`src/rtl/arcl_defines.vh`:
```
// Behaviour
// - Remote control acts only after the remote pin; inhibit pin always acts.
// - Remote request pin low selects remote control; high or open stays internal.
// - Under remote control sink or source is chosen by comparing the voltage set value with the terminal voltage; else source.
// - Any alarm during remote control switches the DC terminal off, as in manual.
// - The alarms shown on the alarm outputs are selected by configuration.
// - Link, overvoltage, overcurrent, overpower alarms latch until inhibit low-pulse of 50 ms.
// - Supply-fail and overtemperature latch only when their after-alarm state is Off.
// - Safety overvoltage alarm ignores acknowledgment; only a power cycle clears it.
// - Safety overvoltage shows as supply-fail and overvoltage indications together.
// - First alarm output high on overtemperature or supply-fail alarm, else low.
// - Second alarm output high on overvoltage, overcurrent or overpower alarm.
// - Regulation status: output low in constant voltage, high in other regulation.
// - Terminal status: output low while DC terminal on, high while off.
// - Default polarity: inhibit low requests terminal off, high or open on.
// - Resistance set value is taken only while resistance mode is active.
// - Status output carries regulation or terminal state, chosen by configuration.
// - Acknowledgment through the inhibit pin is honoured only under remote control.
// - Under remote control terminal follows only the inhibit pin and alarms; polarity selectable.
`ifndef ARCL_DEFINES_VH
`define ARCL_DEFINES_VH

// ----------------------------------------------------------------
// register offsets
// ----------------------------------------------------------------
`define ARCL_OFS_CTRL       5'h00
`define ARCL_OFS_ALARM_EN   5'h04
`define ARCL_OFS_MANUAL     5'h08
`define ARCL_OFS_STATUS     5'h0C
`define ARCL_OFS_RSET       5'h10

// ----------------------------------------------------------------
// control fields
// ----------------------------------------------------------------
`define ARCL_CTRL_INH_INV   0
`define ARCL_CTRL_STAT_SEL  1
`define ARCL_CTRL_PF_OFF    2
`define ARCL_CTRL_OT_OFF    3
`define ARCL_CTRL_ALLOW     4
`define ARCL_CTRL_RST       5'h10
`define ARCL_ALARM_EN_RST   5'h1F

// ----------------------------------------------------------------
// alarm vector positions
// ----------------------------------------------------------------
`define ARCL_AL_LSUP        0
`define ARCL_AL_OV          1
`define ARCL_AL_OC          2
`define ARCL_AL_OP          3
`define ARCL_AL_PF          4
`define ARCL_AL_OT          5
`define ARCL_AL_SOV         6

// alarm enable bits
`define ARCL_EN_OT          0
`define ARCL_EN_PF          1
`define ARCL_EN_OV          2
`define ARCL_EN_OC          3
`define ARCL_EN_OP          4

// ----------------------------------------------------------------
// timing
// ----------------------------------------------------------------
`define ARCL_CLK_KHZ        50000
`define ARCL_ACK_LOW_MS     50
`define ARCL_ACK_LOW_CYC    22'd2500000

`define ARCL_RESP_OKAY      2'h0
`define ARCL_RESP_SLVERR    2'h2

`endif

```
`src/rtl/arcl_sync.v`:
```
`timescale 1ns/1ns
`default_nettype none
module arcl_sync #(
    parameter WIDTH = 3
) (
    // clock and reset
    input  wire             aclk,
    input  wire             aresetn,
    // levels
    input  wire [WIDTH-1:0] async_in,
    output wire [WIDTH-1:0] sync_out
);
    reg [WIDTH-1:0] meta_r;
    reg [WIDTH-1:0] sync_r;

    genvar i;
    generate
        for (i = 0; i < WIDTH; i = i + 1) begin : g_bit
            // pins idle high (open), so reset to high
            always @(posedge aclk) begin
                if (!aresetn) begin
                    meta_r[i] <= 1'b1;
                    sync_r[i] <= 1'b1;
                end else begin
                    meta_r[i] <= async_in[i];
                    sync_r[i] <= meta_r[i];
                end
            end
        end
    endgenerate

    assign sync_out = sync_r;
endmodule // arcl_sync
`default_nettype wire

```
`src/rtl/arcl_top.v`:
```
`timescale 1ns/1ns
`default_nettype none
`include "arcl_defines.vh"
module arcl_top #(
    parameter [21:0] ACK_LOW_CYC = `ARCL_ACK_LOW_CYC
) (
    // clock and reset
    input  wire        aclk,
    input  wire        aresetn,
    // axi4-lite write address
    input  wire [31:0] s_axi_awaddr,
    input  wire        s_axi_awvalid,
    output reg         s_axi_awready,
    // axi4-lite write data
    input  wire [31:0] s_axi_wdata,
    input  wire [3:0]  s_axi_wstrb,
    input  wire        s_axi_wvalid,
    output reg         s_axi_wready,
    // axi4-lite write response
    output reg  [1:0]  s_axi_bresp,
    output reg         s_axi_bvalid,
    input  wire        s_axi_bready,
    // axi4-lite read address
    input  wire [31:0] s_axi_araddr,
    input  wire        s_axi_arvalid,
    output reg         s_axi_arready,
    // axi4-lite read data
    output reg  [31:0] s_axi_rdata,
    output reg  [1:0]  s_axi_rresp,
    output reg         s_axi_rvalid,
    input  wire        s_axi_rready,
    // connector digital inputs
    input  wire        remote_request_n_pin,
    input  wire        resistance_mode_n_pin,
    input  wire        output_inhibit_pin,
    // connector digital outputs
    output reg         alarm1_out_r,
    output reg         alarm2_out_r,
    output reg         status_out_r,
    // sampled set values and terminal voltage
    input  wire [15:0] voltage_setpoint_in,
    input  wire [15:0] voltage_actual_in,
    input  wire [15:0] resistance_setpoint_in,
    // internal alarm detectors and regulator
    input  wire        link_supervision_alarm,
    input  wire        overvoltage_alarm,
    input  wire        overcurrent_alarm,
    input  wire        overpower_alarm,
    input  wire        supply_failure_alarm,
    input  wire        overtemperature_alarm,
    input  wire        safety_overvoltage_alarm,
    input  wire        constant_voltage_state,
    // control results
    output reg         dc_terminal_on_r,
    output reg         remote_active_r,
    output reg         resistance_mode_r,
    output reg         sink_mode_r,
    output reg  [15:0] resistance_setpoint_r
);

    // ----------------------------------------------------------------
    // pin synchronisers
    // ----------------------------------------------------------------
    wire [2:0] pins_sync;

    arcl_sync #(
        .WIDTH (3)
    ) u_sync (
        .aclk     (aclk),
        .aresetn  (aresetn),
        .async_in ({output_inhibit_pin, resistance_mode_n_pin, remote_request_n_pin}),
        .sync_out (pins_sync)
    );

    wire remote_n_s = pins_sync[0];
    wire rmode_n_s  = pins_sync[1];
    wire inhibit_s  = pins_sync[2];

    // ----------------------------------------------------------------
    // registers
    // ----------------------------------------------------------------
    reg  [4:0]  ctrl_r;
    reg  [4:0]  alarm_en_r;
    reg         manual_on_r;
    reg  [6:0]  alarm_lat_r;
    reg  [21:0] low_cnt_r;
    reg         inh_prev_r;
    reg         ack_r;

    wire inh_inv   = ctrl_r[`ARCL_CTRL_INH_INV];
    wire stat_sel  = ctrl_r[`ARCL_CTRL_STAT_SEL];
    wire pf_off    = ctrl_r[`ARCL_CTRL_PF_OFF];
    wire ot_off    = ctrl_r[`ARCL_CTRL_OT_OFF];
    wire allow_rem = ctrl_r[`ARCL_CTRL_ALLOW];

    // 1 = terminal on requested, after polarity
    wire inh_on = inhibit_s ^ inh_inv;

    // ----------------------------------------------------------------
    // axi4-lite write
    // ----------------------------------------------------------------
    reg  [4:0]  aw_addr_r;
    reg         aw_held_r;
    reg  [31:0] w_data_r;
    reg         w_strb0_r;
    reg         w_held_r;

    wire aw_take  = s_axi_awvalid & s_axi_awready;
    wire w_take   = s_axi_wvalid & s_axi_wready;
    wire wr_fire  = aw_held_r & w_held_r & ~s_axi_bvalid;
    wire wr_hit   = (aw_addr_r == `ARCL_OFS_CTRL) | (aw_addr_r == `ARCL_OFS_ALARM_EN) |
                    (aw_addr_r == `ARCL_OFS_MANUAL);
    wire wr_ctrl  = wr_fire & w_strb0_r & (aw_addr_r == `ARCL_OFS_CTRL);
    wire wr_en    = wr_fire & w_strb0_r & (aw_addr_r == `ARCL_OFS_ALARM_EN);
    wire wr_man   = wr_fire & w_strb0_r & (aw_addr_r == `ARCL_OFS_MANUAL);

    always @(posedge aclk) begin
        if (!aresetn) begin
            s_axi_awready <= 1'b0;
            s_axi_wready  <= 1'b0;
            s_axi_bvalid  <= 1'b0;
            s_axi_bresp   <= `ARCL_RESP_OKAY;
            aw_addr_r     <= 5'h00;
            aw_held_r     <= 1'b0;
            w_data_r      <= 32'h00000000;
            w_strb0_r     <= 1'b0;
            w_held_r      <= 1'b0;
        end else begin
            s_axi_awready <= ~aw_held_r & ~aw_take & ~(s_axi_bvalid & ~s_axi_bready);
            s_axi_wready  <= ~w_held_r & ~w_take & ~(s_axi_bvalid & ~s_axi_bready);
            if (aw_take) begin
                aw_addr_r <= (s_axi_awaddr[31:5] == 27'h0000000) ?
                             {s_axi_awaddr[4:2], 2'b00} : 5'h1C;
                aw_held_r <= 1'b1;
            end
            if (w_take) begin
                w_data_r  <= s_axi_wdata;
                w_strb0_r <= s_axi_wstrb[0];
                w_held_r  <= 1'b1;
            end
            if (wr_fire) begin
                aw_held_r    <= 1'b0;
                w_held_r     <= 1'b0;
                s_axi_bvalid <= 1'b1;
                s_axi_bresp  <= wr_hit ? `ARCL_RESP_OKAY : `ARCL_RESP_SLVERR;
            end else if (s_axi_bvalid & s_axi_bready) begin
                s_axi_bvalid <= 1'b0;
            end
        end
    end

    // ----------------------------------------------------------------
    // configuration
    // ----------------------------------------------------------------
    wire any_alarm = |alarm_lat_r;

    always @(posedge aclk) begin
        if (!aresetn) begin
            ctrl_r      <= `ARCL_CTRL_RST;
            alarm_en_r  <= `ARCL_ALARM_EN_RST;
            manual_on_r <= 1'b0;
        end else begin
            if (wr_ctrl)
                ctrl_r <= w_data_r[4:0];
            if (wr_en)
                alarm_en_r <= w_data_r[4:0];
            // manual request drops on alarm, inhibit lock or remote control; a set write wins
            if (wr_man)
                manual_on_r <= w_data_r[0];
            else if (any_alarm | ~inh_on | remote_active_r)
                manual_on_r <= 1'b0;
        end
    end

    // ----------------------------------------------------------------
    // acknowledge pulse detector
    // ----------------------------------------------------------------
    always @(posedge aclk) begin
        if (!aresetn) begin
            low_cnt_r  <= 22'h000000;
            inh_prev_r <= 1'b1;
            ack_r      <= 1'b0;
        end else begin
            inh_prev_r <= inh_on;
            if (inh_on)
                low_cnt_r <= 22'h000000;
            else if (low_cnt_r < ACK_LOW_CYC)
                low_cnt_r <= low_cnt_r + 22'h000001;
            ack_r <= inh_on & ~inh_prev_r & (low_cnt_r >= ACK_LOW_CYC) &
                     remote_active_r;
        end
    end

    // ----------------------------------------------------------------
    // alarm latches
    // ----------------------------------------------------------------
    wire [6:0] alarm_ev = {safety_overvoltage_alarm, overtemperature_alarm,
                           supply_failure_alarm, overpower_alarm, overcurrent_alarm,
                           overvoltage_alarm, link_supervision_alarm};
    // bits that hold once set
    wire [6:0] alarm_hold = {1'b1, ot_off, pf_off, 4'hF};
    // bits that an acknowledge clears
    wire [6:0] alarm_ackable = {1'b0, 6'h3F};

    genvar gi;
    generate
        for (gi = 0; gi < 7; gi = gi + 1) begin : g_alarm
            always @(posedge aclk) begin
                if (!aresetn)
                    alarm_lat_r[gi] <= 1'b0;
                else
                    alarm_lat_r[gi] <= alarm_ev[gi] |
                        (alarm_lat_r[gi] & alarm_hold[gi] &
                         ~(ack_r & alarm_ackable[gi]));
            end
        end
    endgenerate

    // ----------------------------------------------------------------
    // control location and terminal
    // ----------------------------------------------------------------
    wire remote_nxt = ~remote_n_s & allow_rem;
    wire rmode_nxt  = remote_active_r & ~rmode_n_s;
    wire term_nxt   = remote_active_r ? (inh_on & ~any_alarm) :
                      (manual_on_r & inh_on & ~any_alarm);

    always @(posedge aclk) begin
        if (!aresetn) begin
            remote_active_r       <= 1'b0;
            resistance_mode_r     <= 1'b0;
            dc_terminal_on_r      <= 1'b0;
            sink_mode_r           <= 1'b0;
            resistance_setpoint_r <= 16'h0000;
        end else begin
            remote_active_r   <= remote_nxt;
            resistance_mode_r <= rmode_nxt;
            dc_terminal_on_r  <= term_nxt;
            // sink when the voltage set value sits below the terminal voltage
            sink_mode_r <= remote_active_r &
                           (voltage_setpoint_in < voltage_actual_in);
            if (resistance_mode_r)
                resistance_setpoint_r <= resistance_setpoint_in;
        end
    end

    // ----------------------------------------------------------------
    // connector outputs
    // ----------------------------------------------------------------
    wire sov    = alarm_lat_r[`ARCL_AL_SOV];
    wire pf_ind = (alarm_lat_r[`ARCL_AL_PF] | sov) & alarm_en_r[`ARCL_EN_PF];
    wire ot_ind = alarm_lat_r[`ARCL_AL_OT] & alarm_en_r[`ARCL_EN_OT];
    wire ov_ind = (alarm_lat_r[`ARCL_AL_OV] | sov) & alarm_en_r[`ARCL_EN_OV];
    wire oc_ind = alarm_lat_r[`ARCL_AL_OC] & alarm_en_r[`ARCL_EN_OC];
    wire op_ind = alarm_lat_r[`ARCL_AL_OP] & alarm_en_r[`ARCL_EN_OP];

    always @(posedge aclk) begin
        if (!aresetn) begin
            alarm1_out_r <= 1'b0;
            alarm2_out_r <= 1'b0;
            status_out_r <= 1'b1;
        end else begin
            alarm1_out_r <= ot_ind | pf_ind;
            alarm2_out_r <= ov_ind | oc_ind | op_ind;
            if (stat_sel)
                status_out_r <= ~dc_terminal_on_r;
            else
                status_out_r <= ~constant_voltage_state;
        end
    end

    // ----------------------------------------------------------------
    // axi4-lite read
    // ----------------------------------------------------------------
    reg [31:0] rd_mux;
    reg        rd_hit;

    always @* begin
        rd_mux = 32'h00000000;
        rd_hit = 1'b1;
        if (s_axi_araddr[31:5] != 27'h0000000) begin
            rd_hit = 1'b0;
        end else begin
            case ({s_axi_araddr[4:2], 2'b00})
                `ARCL_OFS_CTRL:     rd_mux = {27'h0000000, ctrl_r};
                `ARCL_OFS_ALARM_EN: rd_mux = {27'h0000000, alarm_en_r};
                `ARCL_OFS_MANUAL:   rd_mux = {31'h00000000, manual_on_r};
                `ARCL_OFS_STATUS:   rd_mux = {16'h0000, inh_on, alarm_lat_r, 3'h0,
                                              status_out_r, sink_mode_r, dc_terminal_on_r,
                                              resistance_mode_r, remote_active_r};
                `ARCL_OFS_RSET:     rd_mux = {16'h0000, resistance_setpoint_r};
                default:            rd_hit = 1'b0;
            endcase
        end
    end

    always @(posedge aclk) begin
        if (!aresetn) begin
            s_axi_arready <= 1'b0;
            s_axi_rvalid  <= 1'b0;
            s_axi_rdata   <= 32'h00000000;
            s_axi_rresp   <= `ARCL_RESP_OKAY;
        end else begin
            s_axi_arready <= ~s_axi_rvalid & ~(s_axi_arvalid & s_axi_arready);
            if (s_axi_arvalid & s_axi_arready) begin
                s_axi_rvalid <= 1'b1;
                s_axi_rdata  <= rd_mux;
                s_axi_rresp  <= rd_hit ? `ARCL_RESP_OKAY : `ARCL_RESP_SLVERR;
            end else if (s_axi_rvalid & s_axi_rready) begin
                s_axi_rvalid <= 1'b0;
            end
        end
    end

endmodule // arcl_top
`default_nettype wire

```
`config.mk`:
```
export PLATFORM = sky130hd
export DESIGN_NAME = arcl_top
export DESIGN_NICKNAME = d
export VERILOG_FILES = /design/src/rtl/arcl_sync.v /design/src/rtl/arcl_top.v
export VERILOG_INCLUDE_DIRS = /design/src /design/src/rtl
export SDC_FILE = /design/constraint.sdc
export NUM_CORES = 1
export LEC_CHECK = 0
export BUFFER_PORTS_ARGS = -buffer_cell sky130_fd_sc_hd__buf_2
export CELL_PAD_IN_SITES_DETAIL_PLACEMENT = 1
export CELL_PAD_IN_SITES_GLOBAL_PLACEMENT = 2
export CORE_UTILIZATION = 26
export DETAILED_ROUTE_END_ITERATION = 7
export HOLD_SLACK_MARGIN = 0.02
export PLACE_DENSITY = 0.9
export SYNTH_ARGS = -nofsm -noshare
export SYNTH_HDL_FRONTEND = slang
export SYNTH_SLANG_ARGS = --single-unit
```
`constraint.sdc`:
```
create_clock -name aclk -period 2.95 [get_ports aclk]
set_input_delay 0.1475 -clock aclk [delete_from_list [all_inputs] [get_ports aclk]]
set_output_delay 0.1475 -clock aclk [all_outputs]
set_load 0.05 [all_outputs]
```
# [Word level (Yosys, flattened, before mapping)]
# Index checks and enable logic that the tools add are counted.
[classes] n_addsub=1 order_cmp=3 n_eq_ne=6 mux=15 bitwise=74 reduce_logical=11
[op_table] op="16-bit case mux with 5 select lines" n=1
[op_table] op="1-bit bitwise AND" n=39
[op_table] op="27-bit logical NOT" n=1
[op_table] op="27-bit nonzero test" n=1
[op_table] op="22-bit by 1-bit adder with 22-bit output (second input constant)" n=1
[op_table] op="22-bit >= comparator (second input constant)" n=1
[op_table] op="22-bit < comparator (second input constant)" n=1
[op_table] op="1-bit NOT" n=18
[op_table] op="16-bit < comparator" n=1
[op_table] op="16-bit 2-to-1 mux" n=1
[op_table] op="1-bit bitwise OR" n=16
[op_table] op="1-bit 2-to-1 mux" n=10
[op_table] op="7-bit OR reduction" n=1
[op_table] op="3-bit by 2-bit == test with 1-bit output (second input constant)" n=2
[op_table] op="2-bit nonzero test" n=3
[op_table] op="5-bit by 3-bit == test with 1-bit output (second input constant)" n=1
[op_table] op="5-bit by 4-bit == test with 1-bit output (second input constant)" n=1
[op_table] op="5-bit logical NOT" n=1
[op_table] op="5-bit 2-to-1 mux" n=1
[op_table] op="5-bit OR reduction" n=1
[op_table] op="2-bit 2-to-1 mux" n=2
[op_table] op="2-bit OR reduction" n=2
[op_table] op="3-bit by 1-bit == test with 1-bit output (second input constant)" n=1
[op_table] op="3-bit == test (second input constant)" n=1
[op_table] op="2 further kinds" n=2
[word_totals] reg_bits=125 in_bits=166 wordCells=150

# [Longest topological paths before layout]
[depth] depth_word=6 mapped_depth=7 depth_no_buf=7

# [Cells and area by module]
# Synthesis repeated with hierarchy kept, for this count alone.
[hier_totals] hier_cells=543 area_unflattened_um2=4967.3
[modules_own_cells] mod="arcl_top" instances=1 cells_per_inst=531 area_each_um2=4809.6 seq_area_each_um2=1981.9
[modules_own_cells] mod="arcl_sync" instances=1 cells_per_inst=12 area_each_um2=157.7 seq_area_each_um2=120.1

# [Least setup slack after synthesis]
# No wires, ideal clock.
[synth_path] path_kind="register to register" start="reg low_cnt_r[14]" end="reg low_cnt_r[11]" setup_time_ns=0.116 arrival_ns=2.282 required_ns=2.834 slack_ns=0.551 stages_incl_launch_ff=8 n_path_buf=1 synth_period_minus_slack_ns=2.399 path_cell_list="dfxtp_1 or4_4 o221a_4 or4_1 clkbuf_2 nor3_1 a31oi_1 a41o_1"
[synth_between] elab_chain_cells=1
[synth_rtl] element="start, declared" line="arcl_top.v:86" rtl="reg [21:0] low_cnt_r;"
[synth_rtl] element="start signal, assigned" line="arcl_top.v:188" rtl="low_cnt_r <= low_cnt_r + 22'h000001;"
[synth_rtl] element="22-bit < comparator" line="arcl_top.v:187" rtl="else if (low_cnt_r < ACK_LOW_CYC)"
# Every way passes these cells.
# A chain may end at the register's enable or synchronous reset.

# [Final worst setup path]
# Same ends and word-level chain as after synthesis.

==> flow_summary_export.csv <==
group,metric,value,unit
status,status,"complete, no violations",
timing,finalWorstSetupSlack,0.307,ns
timing,maxSlewHeadroom,53.6,%
detailed_routing,drt_wl_total,14000,microns
worst_setup_path,cpMaxStageDelayCell,"or4_1",
floorplanning,start_util,26.9,%
timing,maxSlewViolCount,0,
timing,fmaxAchievable,378,MHz
placed_design,dpl_cell_area,0.00597,sq mm
worst_setup_path,required,3.20,ns
timing,min_period,2.64,ns
placed_design,post-dp-hpwl,10900,microns
logic_synthesis,ys_warn_count,0,
worst_hold_path,worstHoldPathCells,3,
detailed_routing,vias,4434,
floorplanning,ios,230,
job,drv_cap,0,
worst_setup_path,endpoint_kind,"flop",
final_layout,drive_gt1_share,30.3,%
worst_setup_path,slowest_delay,0.65,ns
worst_setup_path,cp-start-kind,"flop",
worst_setup_path,crit_start,"low_cnt_r[14]",
power,total_power,3.01,mW
worst_hold_path,hp-start,"resistance_setpoint_in[15]",
global_route,gr-total-overflow,0,
global_route,antenna_found_initial,1,
clock_network,cts_tree,"built",
floorplanning,core-area,0.0182,sq mm
detailed_routing,antenna_left,0,
floorplanning,die_w,139,microns
timing,min_period_over_period,89.6,%
logic_synthesis,ys_types,57,
worst_setup_path,critPathKind,"flop to flop",
detailed_routing,wl_per_cell,14.7,microns
clock_network,htreeDepth,3,
timing,worst_slew_pin_slew,0.695,ns
worst_setup_path,path_delay_family,"simple AND/OR/NAND/NOR gates",
logic_synthesis,async_flop_share,0,%
final_layout,fin_area,0.00637,sq mm
placed_design,gp_congestion,0.749,
power,peakVddDrop,0.259,mV
global_route,grt_usage,14.9,%
final_layout,syn_to_final_growth,29.8,%
clock_network,root_buffer,"clkbuf_16",
worst_setup_path,path_buf_inv,0,
global_route,grt_pass1_vias,4466,
clock_network,cts_sinks,105,
worst_setup_path,reg2regPathDepth,6,
clock_network,cts_buffers,9,
timing,setup_viol,0,
worst_setup_path,worstPathArrival,2.89,ns
timing,rsz0062_at_grt,"no",
logic_synthesis,yosysTopAreaCell,"dfxtp_1",
logic_synthesis,synth_cells,533,
detailed_routing,post-route-drc-count,0,
logic_synthesis,synth_simple_gate_area_share,23.0,%
logic_synthesis,synthAdderAreaFrac,4.34,%
worst_hold_path,min_path_type,"input port to flop",
worst_setup_path,rr_startpoint,"low_cnt_r[14]",
worst_setup_path,crit_chain,"or4_4 -> o221a_4 -> or4_1 -> nor3_1 -> a31oi_1 -> a41o_1",
worst_hold_path,min_to,"resistance_setpoint_r[15]",
detailed_routing,first_pass_iters,4,
logic_synthesis,synth_edf_count,0,
final_layout,final_common_cell,"buf_2",
global_route,grt_pass1_wl,22800,microns
logic_synthesis,yosysSeqAreaShare,42.8,%
logic_synthesis,synth_top_family_by_area,"simple AND/OR/NAND/NOR gates",
worst_setup_path,worst-path-max-fanout,7,
clock_network,clk_latency,0.36,ns
logic_synthesis,syn_avg_cell_area,9.20,sq um
power,leakagePower,2.86,nW
clock_network,cts.clk_slew.worst_paths,0.08,ns
final_layout,nNetsFinal,898,
timing,finClkSkew,0.0122,ns
detailed_routing,drt_iter0_drc,134,
placed_design,io_buffers,177,
floorplanning,die_area,0.0194,sq mm
floorplanning,num_rows,49,
worst_setup_path,r2r-end,"low_cnt_r[11]",
placed_design,dp_slack,0.329,ns
global_route,grt_max_degree,40,
timing,finalSetupTns,0,ns
logic_synthesis,synthMuxAreaShare,7.04,%
logic_synthesis,syn_area,0.00491,sq mm
final_layout,final_cell_mix,"buf_2, dfxtp_1, nand2_1",
clock_network,cts-resized-gates,0,
logic_synthesis,ys_seq_elements,105,
floorplanning,chipHeight,139,microns
logic_synthesis,synth_compound_area_share,13.8,%
timing,hold_viol_final,0,
power,powerDensity,473,mW/mm^2
logic_synthesis,yosysTopAreaCellShare,42.8,%
logic_synthesis,ys.flop_type,"dfxtp_1",
clock_network,clock_path_buffers,2,
logic_synthesis,synth.area.top_cells,"dfxtp_1, mux2i_1, ha_1",
logic_synthesis,synthXorXnorAreaFrac,2.68,%
detailed_routing,via_per_inst,4.67,
clock_network,post-cts-setup-buffers,0,
worst_setup_path,r2r_slack,0.31,ns
## final cells by class
class,instances,area (sq um)
Fill cell,2209,11800
Multi-Input combinational cell,384,2560
Sequential cell,105,2100
Timing Repair Buffer,195,1050
Tap cell,229,287
Clock buffer,9,225
Inverter,20,75.1
Clock inverter,7,71.3
Antenna cell,1,2.50
## cell families (layout without fill, tap and decap cells)
kind of cell	after synthesis	after routing
simple gates	210	210
flops	105	105
compound gates	91	91
buf+inv	61	231
mux	33	33
fa+ha+maj	17	17
xor+xnor	15	15
other cells	1	19
## routing by layer
metal	up-vias	GRT usage, %	share of wire, %
met3	11	4.34	6.6
met5	-	0	0
met4	0	3.68	1.0
met1	2074	18.3	45
met2	147	25.3	48
li1	2202	-	-
## state kept, by name, indices dropped and copies added (netlist names), 3 cells and up
register and flops:
ctrl_r 5, low_cnt_r 22, w_data_r 5, alarm_lat_r 6, u_sync.sync_out 3, s_axi_rdata 16, resistance_setpoint_r 16, u_sync.meta_r 3
aw_addr_r 3, alarm_en_r 5
## synthesized netlist by cell type (3+ instances only)
cell type  number
a21o_1         11
nor2b_1        31
nor2_1         38
a22o_1          7
o221a_2         3
nor4_1         13
clkbuf_1       18
and2_1          9
a31oi_1         8
a21oi_1         9
a2111oi_0       3
nor3_1         13
dfxtp_1       105
nand2b_1       13
o21ai_0        13
or4_1           4
buf_4          18
and3_1          7
xnor2_1        15
or2_2           3
nand3_1        13
ha_1           17
a22oi_1         5
clkbuf_2        3
nor3b_1         6
nand2_1        39
a21boi_0       10
o21a_1          8
a2bb2oi_1       3
a41o_1          3
nand4_1         6
mux2i_1        30
inv_1          20
## what timing repair did
item	CTS	global route
hold endpoints to repair	9	1
setup endpoints to repair	0	0
hold buffers	9	1
## where the power goes
group	switching, mW	internal [mW]
Clock	0.593	0.598
Combinational	0.200	0.144
Sequential	0.0264	1.45
## tightest hold or removal path, cell delays in order
cell and delay (ns):
buf_2 0.07, mux2i_1 0.05, nor2b_1 0.09
## metrics by stage
stage	instances	util, %	hold WS [ns]
5_1_grt	949	35.0	0.0336
3_3_place_gp	923	32.8	0.351
4_1_cts	948	34.9	0.0238
6_report	950	35.0	0.0450
2_1_floorplan	550	-	0.249
3_5_place_dp	923	32.8	0.358
## worst max path at each step
stage | to | slack [ns] | cells past startpoint
after global routing | low_cnt_r[11] | 0.16 | 6
final | low_cnt_r[11] | 0.31 | 6
after floorplan | low_cnt_r[11] | 0.55 | 7
after detailed placement | low_cnt_r[11] | 0.33 | 6
after CTS | low_cnt_r[11] | 0.31 | 6
after global placement | low_cnt_r[17] | 0.37 | 6
No activity file was read; power rests on OpenSTA's default activity.
